### config.mk
export PLATFORM = sky130hd
export DESIGN_NAME = pmmc_top
export DESIGN_NICKNAME = d
export VERILOG_FILES = /design/src/pmmc_pkg.sv /design/src/pmmc_top.sv
export SDC_FILE = /design/constraint.sdc
export NUM_CORES = 1
export LEC_CHECK = 0
export BUFFER_PORTS_ARGS = -buffer_cell sky130_fd_sc_hd__buf_2
export CAP_MARGIN = 20
export CELL_PAD_IN_SITES_DETAIL_PLACEMENT = 1
export CELL_PAD_IN_SITES_GLOBAL_PLACEMENT = 1
export CORE_MARGIN = 3
export CORE_UTILIZATION = 39
export CTS_CLUSTER_SIZE = 40
export DETAILED_ROUTE_END_ITERATION = 12
export GPL_TIMING_DRIVEN = 1
export PLACE_DENSITY = 0.89
export SKIP_CTS_REPAIR_TIMING = 1
export SLEW_MARGIN = 5
export SYNTH_ARGS = -nofsm -noshare
export SYNTH_HDL_FRONTEND = slang
export SYNTH_SLANG_ARGS = --single-unit
export TNS_END_PERCENT = 30
### constraint.sdc
create_clock -name aclk -period 2.15 [get_ports aclk]
set_input_delay 0.215 -clock aclk [delete_from_list [all_inputs] [get_ports aclk]]
set_output_delay 0.215 -clock aclk [all_outputs]
set_load 0.02 [all_outputs]
### src/pmmc_pkg.sv
// constants and types shared by the macrocell mode block
package pmmc_pkg;
    localparam int NUM_MC = 8;
    localparam int NUM_PT = 8;
    localparam int ADDR_W = 5;
    localparam int ARR_W = 18;
    localparam logic [4:0] OFF_MODE = 5'h00;
    localparam logic [4:0] OFF_MCCFG = 5'h04;
    localparam logic [4:0] OFF_FUSE = 5'h08;
    localparam logic [4:0] OFF_PRELOAD = 5'h0C;
    localparam logic [4:0] OFF_STATE = 5'h10;
    localparam logic [4:0] OFF_SIG_LO = 5'h14;
    localparam logic [4:0] OFF_SIG_HI = 5'h18;
    localparam logic [1:0] RESP_OKAY = 2'h0;
    localparam logic [1:0] RESP_SLVERR = 2'h2;
    localparam logic [1:0] RESP_DECERR = 2'h3;
    localparam int CLK_PERIOD_NS = 40;
    localparam int PR_TIME_MAX_NS = 1000;
    localparam int PR_CYC = (PR_TIME_MAX_NS + CLK_PERIOD_NS - 1) / CLK_PERIOD_NS;
    localparam int MC_CLK_FB = 7;
    localparam int MC_OE_FB = 0;
    localparam int MC_INNER_LO = 3;
    localparam int MC_INNER_HI = 4;
    localparam int ARR_FB_LSB = 8;
    localparam int ARR_CLK = 16;
    localparam int ARR_OE = 17;
    localparam logic [7:0] REG_RESET = 8'h00;
    localparam logic [15:0] MCCFG_RESET = 16'hFFFF;
    typedef enum logic [1:0] {
        MODE_REG = 2'b00,
        MODE_CPLX = 2'b01,
        MODE_SIMPLE = 2'b10
    } pmmc_mode_t;
    typedef enum logic [1:0] {
        MC_REG_OUT = 2'b00,
        MC_COMB_IO = 2'b01,
        MC_COMB_OUT = 2'b10,
        MC_DED_IN = 2'b11
    } pmmc_mccfg_t;
    typedef struct packed {
        logic clk;
        logic clk_drv;
        logic oe_n;
        logic oe_drv;
        logic [7:0] ded;
        logic [7:0] ded_drv;
        logic [7:0] io;
        logic [7:0] io_drv;
    } pmmc_pins_t;
    typedef struct packed {
        logic [7:0] out;
        logic [7:0] oe;
    } pmmc_pad_t;
endpackage

### src/pmmc_top.sv
// macrocell array with mode routing, preload, security and signature
`timescale 1ns/100ps
module pmmc_top #(
    parameter int PR_CYCLES = pmmc_pkg::PR_CYC
) (
    input logic aclk,
    input logic aresetn,
    input logic [pmmc_pkg::ADDR_W-1:0] awaddr,
    input logic awvalid,
    output logic awready,
    input logic [31:0] wdata,
    input logic [3:0] wstrb,
    input logic wvalid,
    output logic wready,
    output logic [1:0] bresp,
    output logic bvalid,
    input logic bready,
    input logic [pmmc_pkg::ADDR_W-1:0] araddr,
    input logic arvalid,
    output logic arready,
    output logic [31:0] rdata,
    output logic [1:0] rresp,
    output logic rvalid,
    input logic rready,
    input logic clk_pin,
    input logic clk_drv,
    input logic oe_n_pin,
    input logic oe_drv,
    input logic [7:0] ded_pin,
    input logic [7:0] ded_drv,
    input logic [7:0] io_pin,
    input logic [7:0] io_drv,
    input logic [63:0] pterm,
    output logic [7:0] io_out,
    output logic [7:0] io_oe,
    output logic [pmmc_pkg::ARR_W-1:0] array_in
);
    localparam int N = pmmc_pkg::NUM_MC;
    localparam int P = pmmc_pkg::NUM_PT;
    localparam int PR_W = $clog2(PR_CYCLES + 1);
    localparam logic [PR_W-1:0] PR_LAST = PR_W'(PR_CYCLES);

    function automatic logic [31:0] merge(input logic [31:0] old,
        input logic [31:0] wd, input logic [3:0] strb);
        logic [31:0] r;
        r = old;
        for (int b = 0; b < 4; b++) begin
            if (strb[b]) begin
                r[b*8 +: 8] = wd[b*8 +: 8];
            end
        end
        return r;
    endfunction

    function automatic logic [4:0] word(input logic [4:0] a);
        return {a[4:2], 2'b00};
    endfunction

    pmmc_pkg::pmmc_pins_t pin_raw, meta_q, sync_q;
    pmmc_pkg::pmmc_pad_t pad_d, pad_q;
    pmmc_pkg::pmmc_mode_t mode_q;
    logic [2*N-1:0] mccfg_q;
    logic [N-1:0] reg_q, reg_d, reg_mask, in_mask, cap_mask;
    logic [N-1:0] sum8, sum7, pt_oe, fb_d, io_v, ded_v;
    logic [PR_W-1:0] pr_cnt_q;
    logic pr_done, clk_v, oe_n_v, clk_prev_q, clk_rise;
    logic fuse_q;
    logic [63:0] sig_q;
    logic [4:0] awaddr_q;
    logic [31:0] wdata_q;
    logic [3:0] wstrb_q;
    logic awready_q, wready_q, bvalid_q, arready_q, rvalid_q;
    logic [1:0] bresp_q, rresp_q, rresp_d;
    logic [31:0] rdata_q, rdata_d;
    logic wr_en, ar_take;
    logic sel_mode, sel_mccfg, sel_fuse, sel_pre, sel_lo, sel_hi, sel_st;
    logic [31:0] mode_wr, mccfg_wr, lo_wr, hi_wr;
    logic preload_hit;
    logic [pmmc_pkg::ARR_W-1:0] array_d, array_q;

    // pins cross in through two flops before anything reads them
    assign pin_raw = {clk_pin, clk_drv, oe_n_pin, oe_drv,
                      ded_pin, ded_drv, io_pin, io_drv};
    always_ff @(posedge aclk) begin
        meta_q <= pin_raw;
        sync_q <= meta_q;
    end

    // weak pull-ups: undriven pins read high
    assign clk_v = ~sync_q.clk_drv | sync_q.clk;
    assign oe_n_v = ~sync_q.oe_drv | sync_q.oe_n;
    assign ded_v = ~sync_q.ded_drv | sync_q.ded;
    assign io_v = (pad_q.oe & pad_q.out) |
                  (~pad_q.oe & (~sync_q.io_drv | sync_q.io));

    // clock edges inside the reset window are not trusted
    assign pr_done = pr_cnt_q == PR_LAST;
    assign clk_rise = clk_v & ~clk_prev_q & pr_done;

    always_comb begin
        for (int i = 0; i < N; i++) begin
            sum8[i] = |pterm[i*P +: P];
            sum7[i] = |pterm[i*P+1 +: P-1];
            pt_oe[i] = pterm[i*P];
            reg_mask[i] = mccfg_q[2*i +: 2] == pmmc_pkg::MC_REG_OUT;
            in_mask[i] = mccfg_q[2*i +: 2] == pmmc_pkg::MC_DED_IN;
        end
    end

    // per-mode output, enable and feedback routing
    always_comb begin
        pad_d = '0;
        fb_d = '1;
        for (int i = 0; i < N; i++) begin
            case (mode_q)
                pmmc_pkg::MODE_REG: begin
                    if (reg_mask[i]) begin
                        pad_d.out[i] = ~reg_q[i];
                        pad_d.oe[i] = ~oe_n_v;
                        fb_d[i] = reg_q[i];
                    end else if (in_mask[i]) begin
                        fb_d[i] = io_v[i];
                    end else begin
                        pad_d.out[i] = sum7[i];
                        pad_d.oe[i] = pt_oe[i];
                        fb_d[i] = io_v[i];
                    end
                end
                pmmc_pkg::MODE_CPLX: begin
                    pad_d.out[i] = sum7[i];
                    pad_d.oe[i] = pt_oe[i] & (~in_mask[i] |
                        i == pmmc_pkg::MC_CLK_FB | i == pmmc_pkg::MC_OE_FB);
                    fb_d[i] = io_v[i];
                end
                default: begin
                    pad_d.out[i] = sum8[i];
                    pad_d.oe[i] = ~in_mask[i] |
                        i == pmmc_pkg::MC_INNER_LO | i == pmmc_pkg::MC_INNER_HI;
                    if (i != pmmc_pkg::MC_INNER_LO &&
                        i != pmmc_pkg::MC_INNER_HI) begin
                        fb_d[i] = io_v[i];
                    end
                end
            endcase
        end
        if (mode_q == pmmc_pkg::MODE_CPLX) begin
            fb_d[pmmc_pkg::MC_CLK_FB] = clk_v;
            fb_d[pmmc_pkg::MC_OE_FB] = oe_n_v;
        end
    end

    // clock and enable columns only live in simple mode
    assign array_d = {mode_q == pmmc_pkg::MODE_SIMPLE ? oe_n_v : 1'b1,
                      mode_q == pmmc_pkg::MODE_SIMPLE ? clk_v : 1'b1,
                      fb_d, ded_v};

    // preload wins over a clock edge in the same cycle
    assign preload_hit = wr_en & sel_pre & wstrb_q[0] & ~fuse_q;
    assign cap_mask = (mode_q == pmmc_pkg::MODE_REG && clk_rise) ?
                      reg_mask : '0;
    assign reg_d = preload_hit ? wdata_q[7:0] :
                   (reg_q & ~cap_mask) | (sum8 & cap_mask);

    always_ff @(posedge aclk) begin
        if (!aresetn) begin
            reg_q <= pmmc_pkg::REG_RESET;
            pr_cnt_q <= '0;
            clk_prev_q <= 1'b1;
            pad_q <= '{out: '1, oe: '0};
            array_q <= '1;
        end else begin
            reg_q <= reg_d;
            pr_cnt_q <= pr_done ? pr_cnt_q : pr_cnt_q + 1'b1;
            clk_prev_q <= clk_v;
            pad_q <= pad_d;
            array_q <= array_d;
        end
    end

    // bus write side: address and data taken in either order
    assign wr_en = ~awready_q & ~wready_q & ~bvalid_q;
    assign sel_mode = word(awaddr_q) == pmmc_pkg::OFF_MODE;
    assign sel_mccfg = word(awaddr_q) == pmmc_pkg::OFF_MCCFG;
    assign sel_fuse = word(awaddr_q) == pmmc_pkg::OFF_FUSE;
    assign sel_pre = word(awaddr_q) == pmmc_pkg::OFF_PRELOAD;
    assign sel_st = word(awaddr_q) == pmmc_pkg::OFF_STATE;
    assign sel_lo = word(awaddr_q) == pmmc_pkg::OFF_SIG_LO;
    assign sel_hi = word(awaddr_q) == pmmc_pkg::OFF_SIG_HI;
    assign mode_wr = merge({30'h0, mode_q}, wdata_q, wstrb_q);
    assign mccfg_wr = merge({16'h0, mccfg_q}, wdata_q, wstrb_q);
    assign lo_wr = merge(sig_q[31:0], wdata_q, wstrb_q);
    assign hi_wr = merge(sig_q[63:32], wdata_q, wstrb_q);

    always_ff @(posedge aclk) begin
        if (!aresetn) begin
            awready_q <= 1'b1;
            wready_q <= 1'b1;
            bvalid_q <= 1'b0;
            bresp_q <= pmmc_pkg::RESP_OKAY;
            awaddr_q <= '0;
            wdata_q <= '0;
            wstrb_q <= '0;
            mode_q <= pmmc_pkg::MODE_REG;
            mccfg_q <= pmmc_pkg::MCCFG_RESET;
            fuse_q <= 1'b0;
            sig_q <= '0;
        end else begin
            if (awvalid && awready_q) begin
                awaddr_q <= awaddr;
                awready_q <= 1'b0;
            end
            if (wvalid && wready_q) begin
                wdata_q <= wdata;
                wstrb_q <= wstrb;
                wready_q <= 1'b0;
            end
            if (bvalid_q && bready) begin
                bvalid_q <= 1'b0;
                awready_q <= 1'b1;
                wready_q <= 1'b1;
            end
            if (wr_en) begin
                bvalid_q <= 1'b1;
                bresp_q <= pmmc_pkg::RESP_OKAY;
                if (sel_mode) begin
                    // the unused code would leave no mode, so it is dropped
                    if (mode_wr[1:0] != 2'b11) begin
                        mode_q <= pmmc_pkg::pmmc_mode_t'(mode_wr[1:0]);
                    end
                end else if (sel_mccfg) begin
                    mccfg_q <= mccfg_wr[15:0];
                end else if (sel_fuse) begin
                    // one-way: only a reset brings it back
                    fuse_q <= fuse_q | (wstrb_q[0] & wdata_q[0]);
                end else if (sel_pre) begin
                    if (fuse_q) begin
                        bresp_q <= pmmc_pkg::RESP_SLVERR;
                    end
                end else if (sel_lo) begin
                    sig_q[31:0] <= lo_wr;
                end else if (sel_hi) begin
                    sig_q[63:32] <= hi_wr;
                end else if (!sel_st) begin
                    bresp_q <= pmmc_pkg::RESP_DECERR;
                end
            end
        end
    end

    // bus read side
    assign ar_take = arvalid & arready_q;
    always_comb begin
        rdata_d = '0;
        rresp_d = pmmc_pkg::RESP_OKAY;
        if (word(araddr) == pmmc_pkg::OFF_MODE) begin
            rdata_d = {30'h0, mode_q};
        end else if (word(araddr) == pmmc_pkg::OFF_MCCFG) begin
            rdata_d = {16'h0, mccfg_q};
        end else if (word(araddr) == pmmc_pkg::OFF_FUSE) begin
            rdata_d = {30'h0, pr_done, fuse_q};
        end else if (word(araddr) == pmmc_pkg::OFF_STATE) begin
            rdata_d = {24'h0, reg_q};
        end else if (word(araddr) == pmmc_pkg::OFF_SIG_LO) begin
            rdata_d = sig_q[31:0];
        end else if (word(araddr) == pmmc_pkg::OFF_SIG_HI) begin
            rdata_d = sig_q[63:32];
        end else if (word(araddr) != pmmc_pkg::OFF_PRELOAD) begin
            rresp_d = pmmc_pkg::RESP_DECERR;
        end
        if (fuse_q && (word(araddr) == pmmc_pkg::OFF_MODE ||
            word(araddr) == pmmc_pkg::OFF_MCCFG ||
            word(araddr) == pmmc_pkg::OFF_STATE)) begin
            rdata_d = '0;
            rresp_d = pmmc_pkg::RESP_SLVERR;
        end
    end

    always_ff @(posedge aclk) begin
        if (!aresetn) begin
            arready_q <= 1'b1;
            rvalid_q <= 1'b0;
            rdata_q <= '0;
            rresp_q <= pmmc_pkg::RESP_OKAY;
        end else if (ar_take) begin
            arready_q <= 1'b0;
            rvalid_q <= 1'b1;
            rdata_q <= rdata_d;
            rresp_q <= rresp_d;
        end else if (rvalid_q && rready) begin
            arready_q <= 1'b1;
            rvalid_q <= 1'b0;
        end
    end

    assign awready = awready_q;
    assign wready = wready_q;
    assign bvalid = bvalid_q;
    assign bresp = bresp_q;
    assign arready = arready_q;
    assign rvalid = rvalid_q;
    assign rdata = rdata_q;
    assign rresp = rresp_q;
    assign io_out = pad_q.out;
    assign io_oe = pad_q.oe;
    assign array_in = array_q;
endmodule

Yosys cells after proc, flatten, opt, wreduce, memory -nomap -nowiden
Index checks and enable logic that the tools add are counted.
Widths: inputs -> output; s select.
{"block": "classes", "addsub": 1, "n_eq_ne": 24, "muxes": 98, "bitwise_logic": 60, "reduce_logical": 51}
{"operator": "$mux 32", "n": 7}
{"operator": "$reduce_or 8->1", "n": 8}
{"operator": "$reduce_or 7->1", "n": 8}
{"operator": "$mux 1", "n": 54}
{"operator": "$pmux 1 s2", "n": 18}
{"operator": "$mux 2", "n": 17}
{"operator": "$and 8x8->8", "n": 4}
{"operator": "$not 8->8", "n": 4}
{"operator": "$or 8x8->8", "n": 4}
{"operator": "$reduce_and 8->1", "n": 4}
{"operator": "$not 1->1", "n": 30}
{"operator": "$reduce_and 7->1", "n": 4}
{"operator": "$eq 2x2->1 const B", "n": 9}
{"operator": "$eq 3x3->1 const B", "n": 6}
{"operator": "$logic_not 2->1", "n": 9}
{"operator": "$mux 8", "n": 2}
{"operator": "$and 1x1->1", "n": 15}
{"operator": "$reduce_and 4->1", "n": 3}
{"operator": "$eq 3x2->1 const B", "n": 3}
{"operator": "$eq 3x1->1 const B", "n": 2}
{"operator": "$logic_and 1x1->1", "n": 6}
{"operator": "$logic_not 3->1", "n": 2}
{"operator": "$add 5x1->5 const B", "n": 1}
{"operator": "$eq 5x5->1 const B", "n": 1}
{"operator": "9 further kinds", "n": 13}
{"block": "totals", "reg_bits": 285, "wordCells": 280}

Depth between registers and ports, before layout
Gate-level depths: netlist (run 1).
{"block": "depth", "depth_word": 10, "mapped_depth": 8}

Worst setup path before layout (run 1)
Ideal clock, no wire load.
{"block": "synth_path", "kind": "in2reg", "start": "in pterm[34]", "end": "reg (tool-made name)", "arrival_time_ns": 1.744, "required_time_ns": 2.033, "setup_slack_ns": 0.289, "cell_stages": 5, "path_buffers": 0, "cell_sequence": "or4_1 or4_1 or2_0 mux2_2 a22o_1"}
{"element": "from (decl)", "line": "pmmc_top.sv:33", "rtl": "input logic [63:0] pterm,"}

==> results of run 1 <==
## kinds of logic after synthesis
logic type | after synthesis | synth area share, %
flip-flops | 283 | 55.3
adder cells (fa/ha/maj) | 2 | 0.244
multiplexers | 36 | 3.54
buffers and inverters | 101 | 3.80
XOR/XNOR | 6 | 0.513
AO/OA/AOI/OAI | 275 | 15.9
AND/OR/NAND/NOR | 474 | 20.7
## critical path: stages (launching register included)
cell      delay (ps)
dfxtp_1          400
ha_1             220
nand4b_1         230
nor4_4           390
buf_4            270
a21oi_1           90
a31oi_1          210
a22o_1           170
## cell type report
type / instances / area share [%]
Multi-Input combinational cell: 793 / 30.6
Sequential cell: 283 / 41.3
Clock inverter: 16 / 1.91
Timing Repair Buffer: 341 / 16.6
Antenna cell: 1 / 0.0183
Clock buffer: 39 / 6.09
Tap cell: 330 / 3.01
Inverter: 15 / 0.429
## sequential cells by signal (all words and copies together), names as in the netlist, 2 cells and up, named ones only
register and flops:
array_in 18, awaddr_q 3, bresp 2, io_oe 8, io_out 8, mccfg_q 16, meta_q 36, mode_q 2
pr_cnt_q 5, rdata 32, rresp 2, sig_q 64, sync_q 36, wdata_q 32, wstrb_q 4
## where the power goes
part | internal (W) | total, W | leakage [nW] | switching [W]
clock network | 0.00347 | 0.00569 | 0.525 | 0.00222
logic | 0.000358 | 0.000811 | 2.72 | 0.000454
registers | 0.00540 | 0.00551 | 2.32 | 0.000112
total | 0.00923 | 0.0120 | 5.57 | 0.00279
## through the flow
stage	cell area [um^2]	worst slack [ps]	instances
3_5_place_dp	11800	75.4	1679
4_1_cts	12900	77.5	1734
6_report	13700	95.7	1818
2_1_floorplan	10200	289	1177
5_1_grt	13700	7.46	1818
3_3_place_gp	11800	105	1679
## routing by layer
metal / GRT usage (%) / part of all wire, % / vias up
li1: - / - / 4649
met1: 28.5 / 40 / 4896
met5: 0 / 0.035 / -
met2: 40.6 / 51 / 411
met3: 4.16 / 6.2 / 90
met4: 7.11 / 2.9 / 2
## how the worst min path moves through the flow
stage                          start         end  cells past startpoint
after floorplan            io_drv[0]   meta_q[0]                      0
after global placement    meta_q[34]  sync_q[34]                      0
after detailed placement  meta_q[10]  sync_q[10]                      0
after CTS                 ded_drv[2]  meta_q[18]                      1
after global routing       pterm[56]   io_out[7]                      3
final                       pterm[8]   io_out[1]                      3
## synth_stat cells, types with 2 or more instances
| library cell | count |
|---|---|
| nand4b_1 | 3 |
| nor3_1 | 17 |
| buf_2 | 8 |
| nor3b_1 | 5 |
| ha_1 | 2 |
| xor2_1 | 5 |
| o31a_1 | 2 |
| a31oi_1 | 10 |
| nand2_1 | 203 |
| o2111ai_1 | 4 |
| nand3_1 | 73 |
| a22o_1 | 8 |
| nor2_1 | 113 |
| a211oi_1 | 7 |
| nor2b_1 | 11 |
| and2_1 | 4 |
| a21oi_1 | 145 |
| o32a_1 | 4 |
| or4_1 | 4 |
| o21ai_0 | 40 |
| nand4_1 | 3 |
| dfxtp_1 | 283 |
| nor4_1 | 9 |
| o311ai_0 | 4 |
| and3_1 | 4 |
| mux2i_1 | 34 |
| inv_1 | 15 |
| o211ai_1 | 7 |
| clkbuf_1 | 71 |
| a22oi_1 | 32 |
| buf_1 | 7 |
| mux2_2 | 2 |
| a221oi_1 | 9 |
| nand2b_1 | 8 |
| nand3b_1 | 10 |
==> results.yml, run 1 <==
timing:
  tns_ps: 0
  rsz0062_at_grt: "no"
  hold_ws_ps: -7.47
  min_period_over_period_pct: 95.5
  fmax_mhz: 487
  drv_slew: 0
  slew_headroom_pct: 59.7
  worst_pin_slew_ps: 603
  finalSetupViolCount: 0
  fin_crit_ps: 2050
  clock_skew_ps: 25.1
  hold_viol_final: 1
power:
  p_leak_nw: 5.57
  power_density_nw_per_um2: 877
  ir_drop_mv: 0.664
  p_total_w: 0.0120
clock_tree:
  numCtsBuffers: 30
  tritoncts: "done"
  clock_latency_ps: 570
  cts_num_sinks: 283
  cts-htree-levels: 1
  clk_path_buf_depth: 3
  clockRootBuffer: "clkbuf_16"
  clk_pin_slew_ps: 60
floorplanning:
  io_pins: 228
  die_area_um2: 28300
  coreArea_um2: 25500
  rows: 58
  die_h_um: 168
  initial_core_util_pct: 40.2
  die_w_um: 168
status:
  violations: "hold timing"
  outcome: "complete, but fails checks"
global_routing:
  antenna_found_initial: 2
  grt_first_pass_wirelength_mm: 53.2
  grt_pass1_vias: 9984
  grtUsageTotal_pct: 23.0
  grt-ovfl-total: 0
  grt_max_degree: 103
worst_setup_path:
  worst-r2r-cell-count: 7
  cp-start-kind: "flip-flop"
  end_kind: "flip-flop"
  regToRegStartpoint: "pr_cnt_q[0]"
  crit_start: "pr_cnt_q[0]"
  crit_required_ps: 2640
  cp_max_fo: 11
  reg2reg_slack_ps: 100
  worstSetupPathType: "reg2reg"
  cp_data_arrival_time_ps: 2540
logic_synthesis:
  ys_ff_latch: 283
  synthTopCellsByArea: "dfxtp_1 (55%), nand2_1 (7.4%), a21oi_1 (7.1%)"
  async_flop_share_pct: 0
  yosys.cell_types.count: 46
  ys_seq_area_share_pct: 55.3
  ys_warn_count: 0
  avgSynthCellArea_um2: 8.71
  synth_flop_cell: "dfxtp_1"
  synthCells: 1177
  yosys.area.top_type_share_pct: 55.3
  syn-num-nets: 1332
  synth_edf_count: 0
  syn_area_um2: 10200
  synth_top_cell_by_area: "dfxtp_1"
cells_and_area:
  fill_cells: 2945
  drive_above_1_share_pct: 21.5
  syn2layout_area_growth_pct: 33.8
  layout_commonest_cell: "dfxtp_1"
  multi_input_area_um2: 4200
  seq_area_um2: 5670
  final_util_pct: 53.8
  final_cell_mix: "dfxtp_1 (283), buf_2 (223), nand2_1 (203)"
  nets: 1619
run:
  maxCapViolCount: 0
detailed_routing:
  drtPass1Iterations: 5
  drt_iter0_markers: 688
  routed_wl_mm: 37.2
  routed_via_density: 5.53
  avgRoutedWirePerCell_um: 20.4
  vias: 10000
  antenna_left: 0
  drc: 0
worst_hold_path:
  hp-class: "in2reg"
placed_design:
  place.gp.congestion: 0.863
  port_buffers: 223
  hpwl_mm: 22.5
(Power assumes the default switching activity.)
==> inputs of run 2 (changes only) <==
--- a/config.mk
+++ b/config.mk
@@ -15,6 +15,7 @@
 export DETAILED_ROUTE_END_ITERATION = 12
 export GPL_TIMING_DRIVEN = 1
 export PLACE_DENSITY = 0.89
+export SETUP_SLACK_MARGIN = 0.5
 export SKIP_CTS_REPAIR_TIMING = 1
 export SLEW_MARGIN = 5
 export SYNTH_ARGS = -nofsm -noshare
==> results.yml, run 2 (synthesis gave the netlist of run 1 again) <==
power:
  ir_drop_mv: 0.638
  p_total_w: 0.0122
  p_leak_nw: 5.71
  pwr-share-seq_pct: 45.5
  internal-power_w: 0.00934
  power_frac_comb_pct: 6.7
  p_sw_share_pct: 23.2
  power_density_nw_per_um2: 875
  switchingPower_w: 0.00282
  clockPowerShare_pct: 47.8
placed_design:
  place.gp.congestion: 0.835
  hpwl_mm: 23.1
  port_buffers: 223
  place_ws_ps: 46.2
status:
  violations: "hold timing"
  outcome: "complete, but fails checks"
cells_and_area:
  largest_reg_flops: 64
  regMostFlops: "sig_q"
  drive_above_1_share_pct: 23.8
  fill_cells: 2916
  seq_area_um2: 5680
  reg_top3: "sig_q (64), meta_q (36), sync_q (36)"
  nets: 1624
  multi_input_area_um2: 4310
  syn2layout_area_growth_pct: 35.6
  layout_commonest_cell: "dfxtp_1"
  final_cell_mix: "dfxtp_1 (276), buf_2 (223), nand2_1 (194)"
clock_tree:
  cts-htree-levels: 1
  numCtsBuffers: 30
  clk_pin_slew_ps: 70
  clock_latency_ps: 560
  clk_path_buf_depth: 3
  clockRootBuffer: "clkbuf_16"
  cts_num_sinks: 283
  tritoncts: "done"
worst_setup_path:
  crit_required_ps: 2600
  cp-start-kind: "flip-flop"
  regToRegStartpoint: "pr_cnt_q[1]"
  worstSetupPathType: "reg2reg"
  cp_max_fo: 6
  cp_data_arrival_time_ps: 2250
  end_kind: "flip-flop"
  crit_start: "pr_cnt_q[1]"
floorplanning:
  die_area_um2: 28300
  coreArea_um2: 25500
  io_pins: 228
  die_w_um: 168
  initial_core_util_pct: 40.2
  die_h_um: 168
  rows: 58
global_routing:
  grt_max_degree: 122
  grt_pass1_vias: 10300
  grt_first_pass_wirelength_mm: 54.7
  grtUsageTotal_pct: 23.6
  antenna_found_initial: 2
  grt-ovfl-total: 0
timing:
  rsz0062_at_grt: "yes"
  hold_ws_ps: -7.45
  hold_viol_final: 1
  clock_skew_ps: 8.14
  fin_crit_ps: 1800
  min_period_over_period_pct: 83.7
  fmax_mhz: 556
  finalSetupViolCount: 0
  tns_ps: 0
  slew_headroom_pct: 52.8
  drv_slew: 0
  worst_pin_slew_ps: 707
  fin_ws_ps: 350
detailed_routing:
  drc: 0
  vias: 10400
  routed_wl_mm: 40.6
  drt_iter0_markers: 879
  avgRoutedWirePerCell_um: 22.3
  drtPass1Iterations: 5
  antenna_left: 0
  routed_via_density: 5.68
worst_hold_path:
  hp-class: "in2reg"
  hp-start: "pterm[0]"
run:
  maxCapViolCount: 0
==> run 2: metal layers <==
metal / track usage [%] / share of wire, % / vias up
met3: 3.85 / 7.6 / 151
met1: 28.8 / 38 / 5021
met2: 41.8 / 50 / 528
li1: - / - / 4657
met5: 0 / 0.032 / -
met4: 8.64 / 4.4 / 2
==> run 2: stage by stage <==
stage	cell area (um^2)	std cells	util (%)	hold slack [ps]
floorplan	10300	1177	-	243
global placement	11800	1677	46.3	311
detailed placement	11800	1677	46.3	314
CTS	12900	1733	50.7	-263
global route	13900	1824	54.6	13.1
finish	13900	1824	54.6	-7.45
==> run 2: power groups by stage <==
stage	sequential (W)	combinational (W)	clock (W)
4_1_cts	0.00552	0.000663	0.00582
3_5_place_dp	0.00563	0.000652	0
2_1_floorplan	0.00563	0.000305	0
5_1_grt	0.00554	0.000885	0.00611
3_3_place_gp	0.00561	0.000631	0
6_report	0.00553	0.000816	0.00581
==> run 2: layout make-up <==
cell class / count / area share [%]
sequential: 283 / 40.8
inverter: 15 / 0.423
clock buffer: 41 / 6.35
clock inverter: 15 / 1.70
antenna: 1 / 0.0180
timing repair buffer: 346 / 16.7
multi-input combinational: 793 / 31.0
tap: 330 / 2.97
==> run 2: critical path, stage by stage, from the launching register on <==
cell and delay, ps:
dfxtp_2 340, inv_2 60, ha_4 110, nand4b_1 210
nor4_4 210, buf_6 190, nand2_4 70, mux2_4 320
a22o_1 180
==> run 2: worst paths after layout <==
kind / to / slack, ps / depth (start not counted)
setup / recovery: flip-flop / 350 / 8
hold / removal: io_out[0] / -7 / 3
setup reg to reg: flip-flop / 350 / 8
hold reg to reg: sync_q[30] / 320 / 0
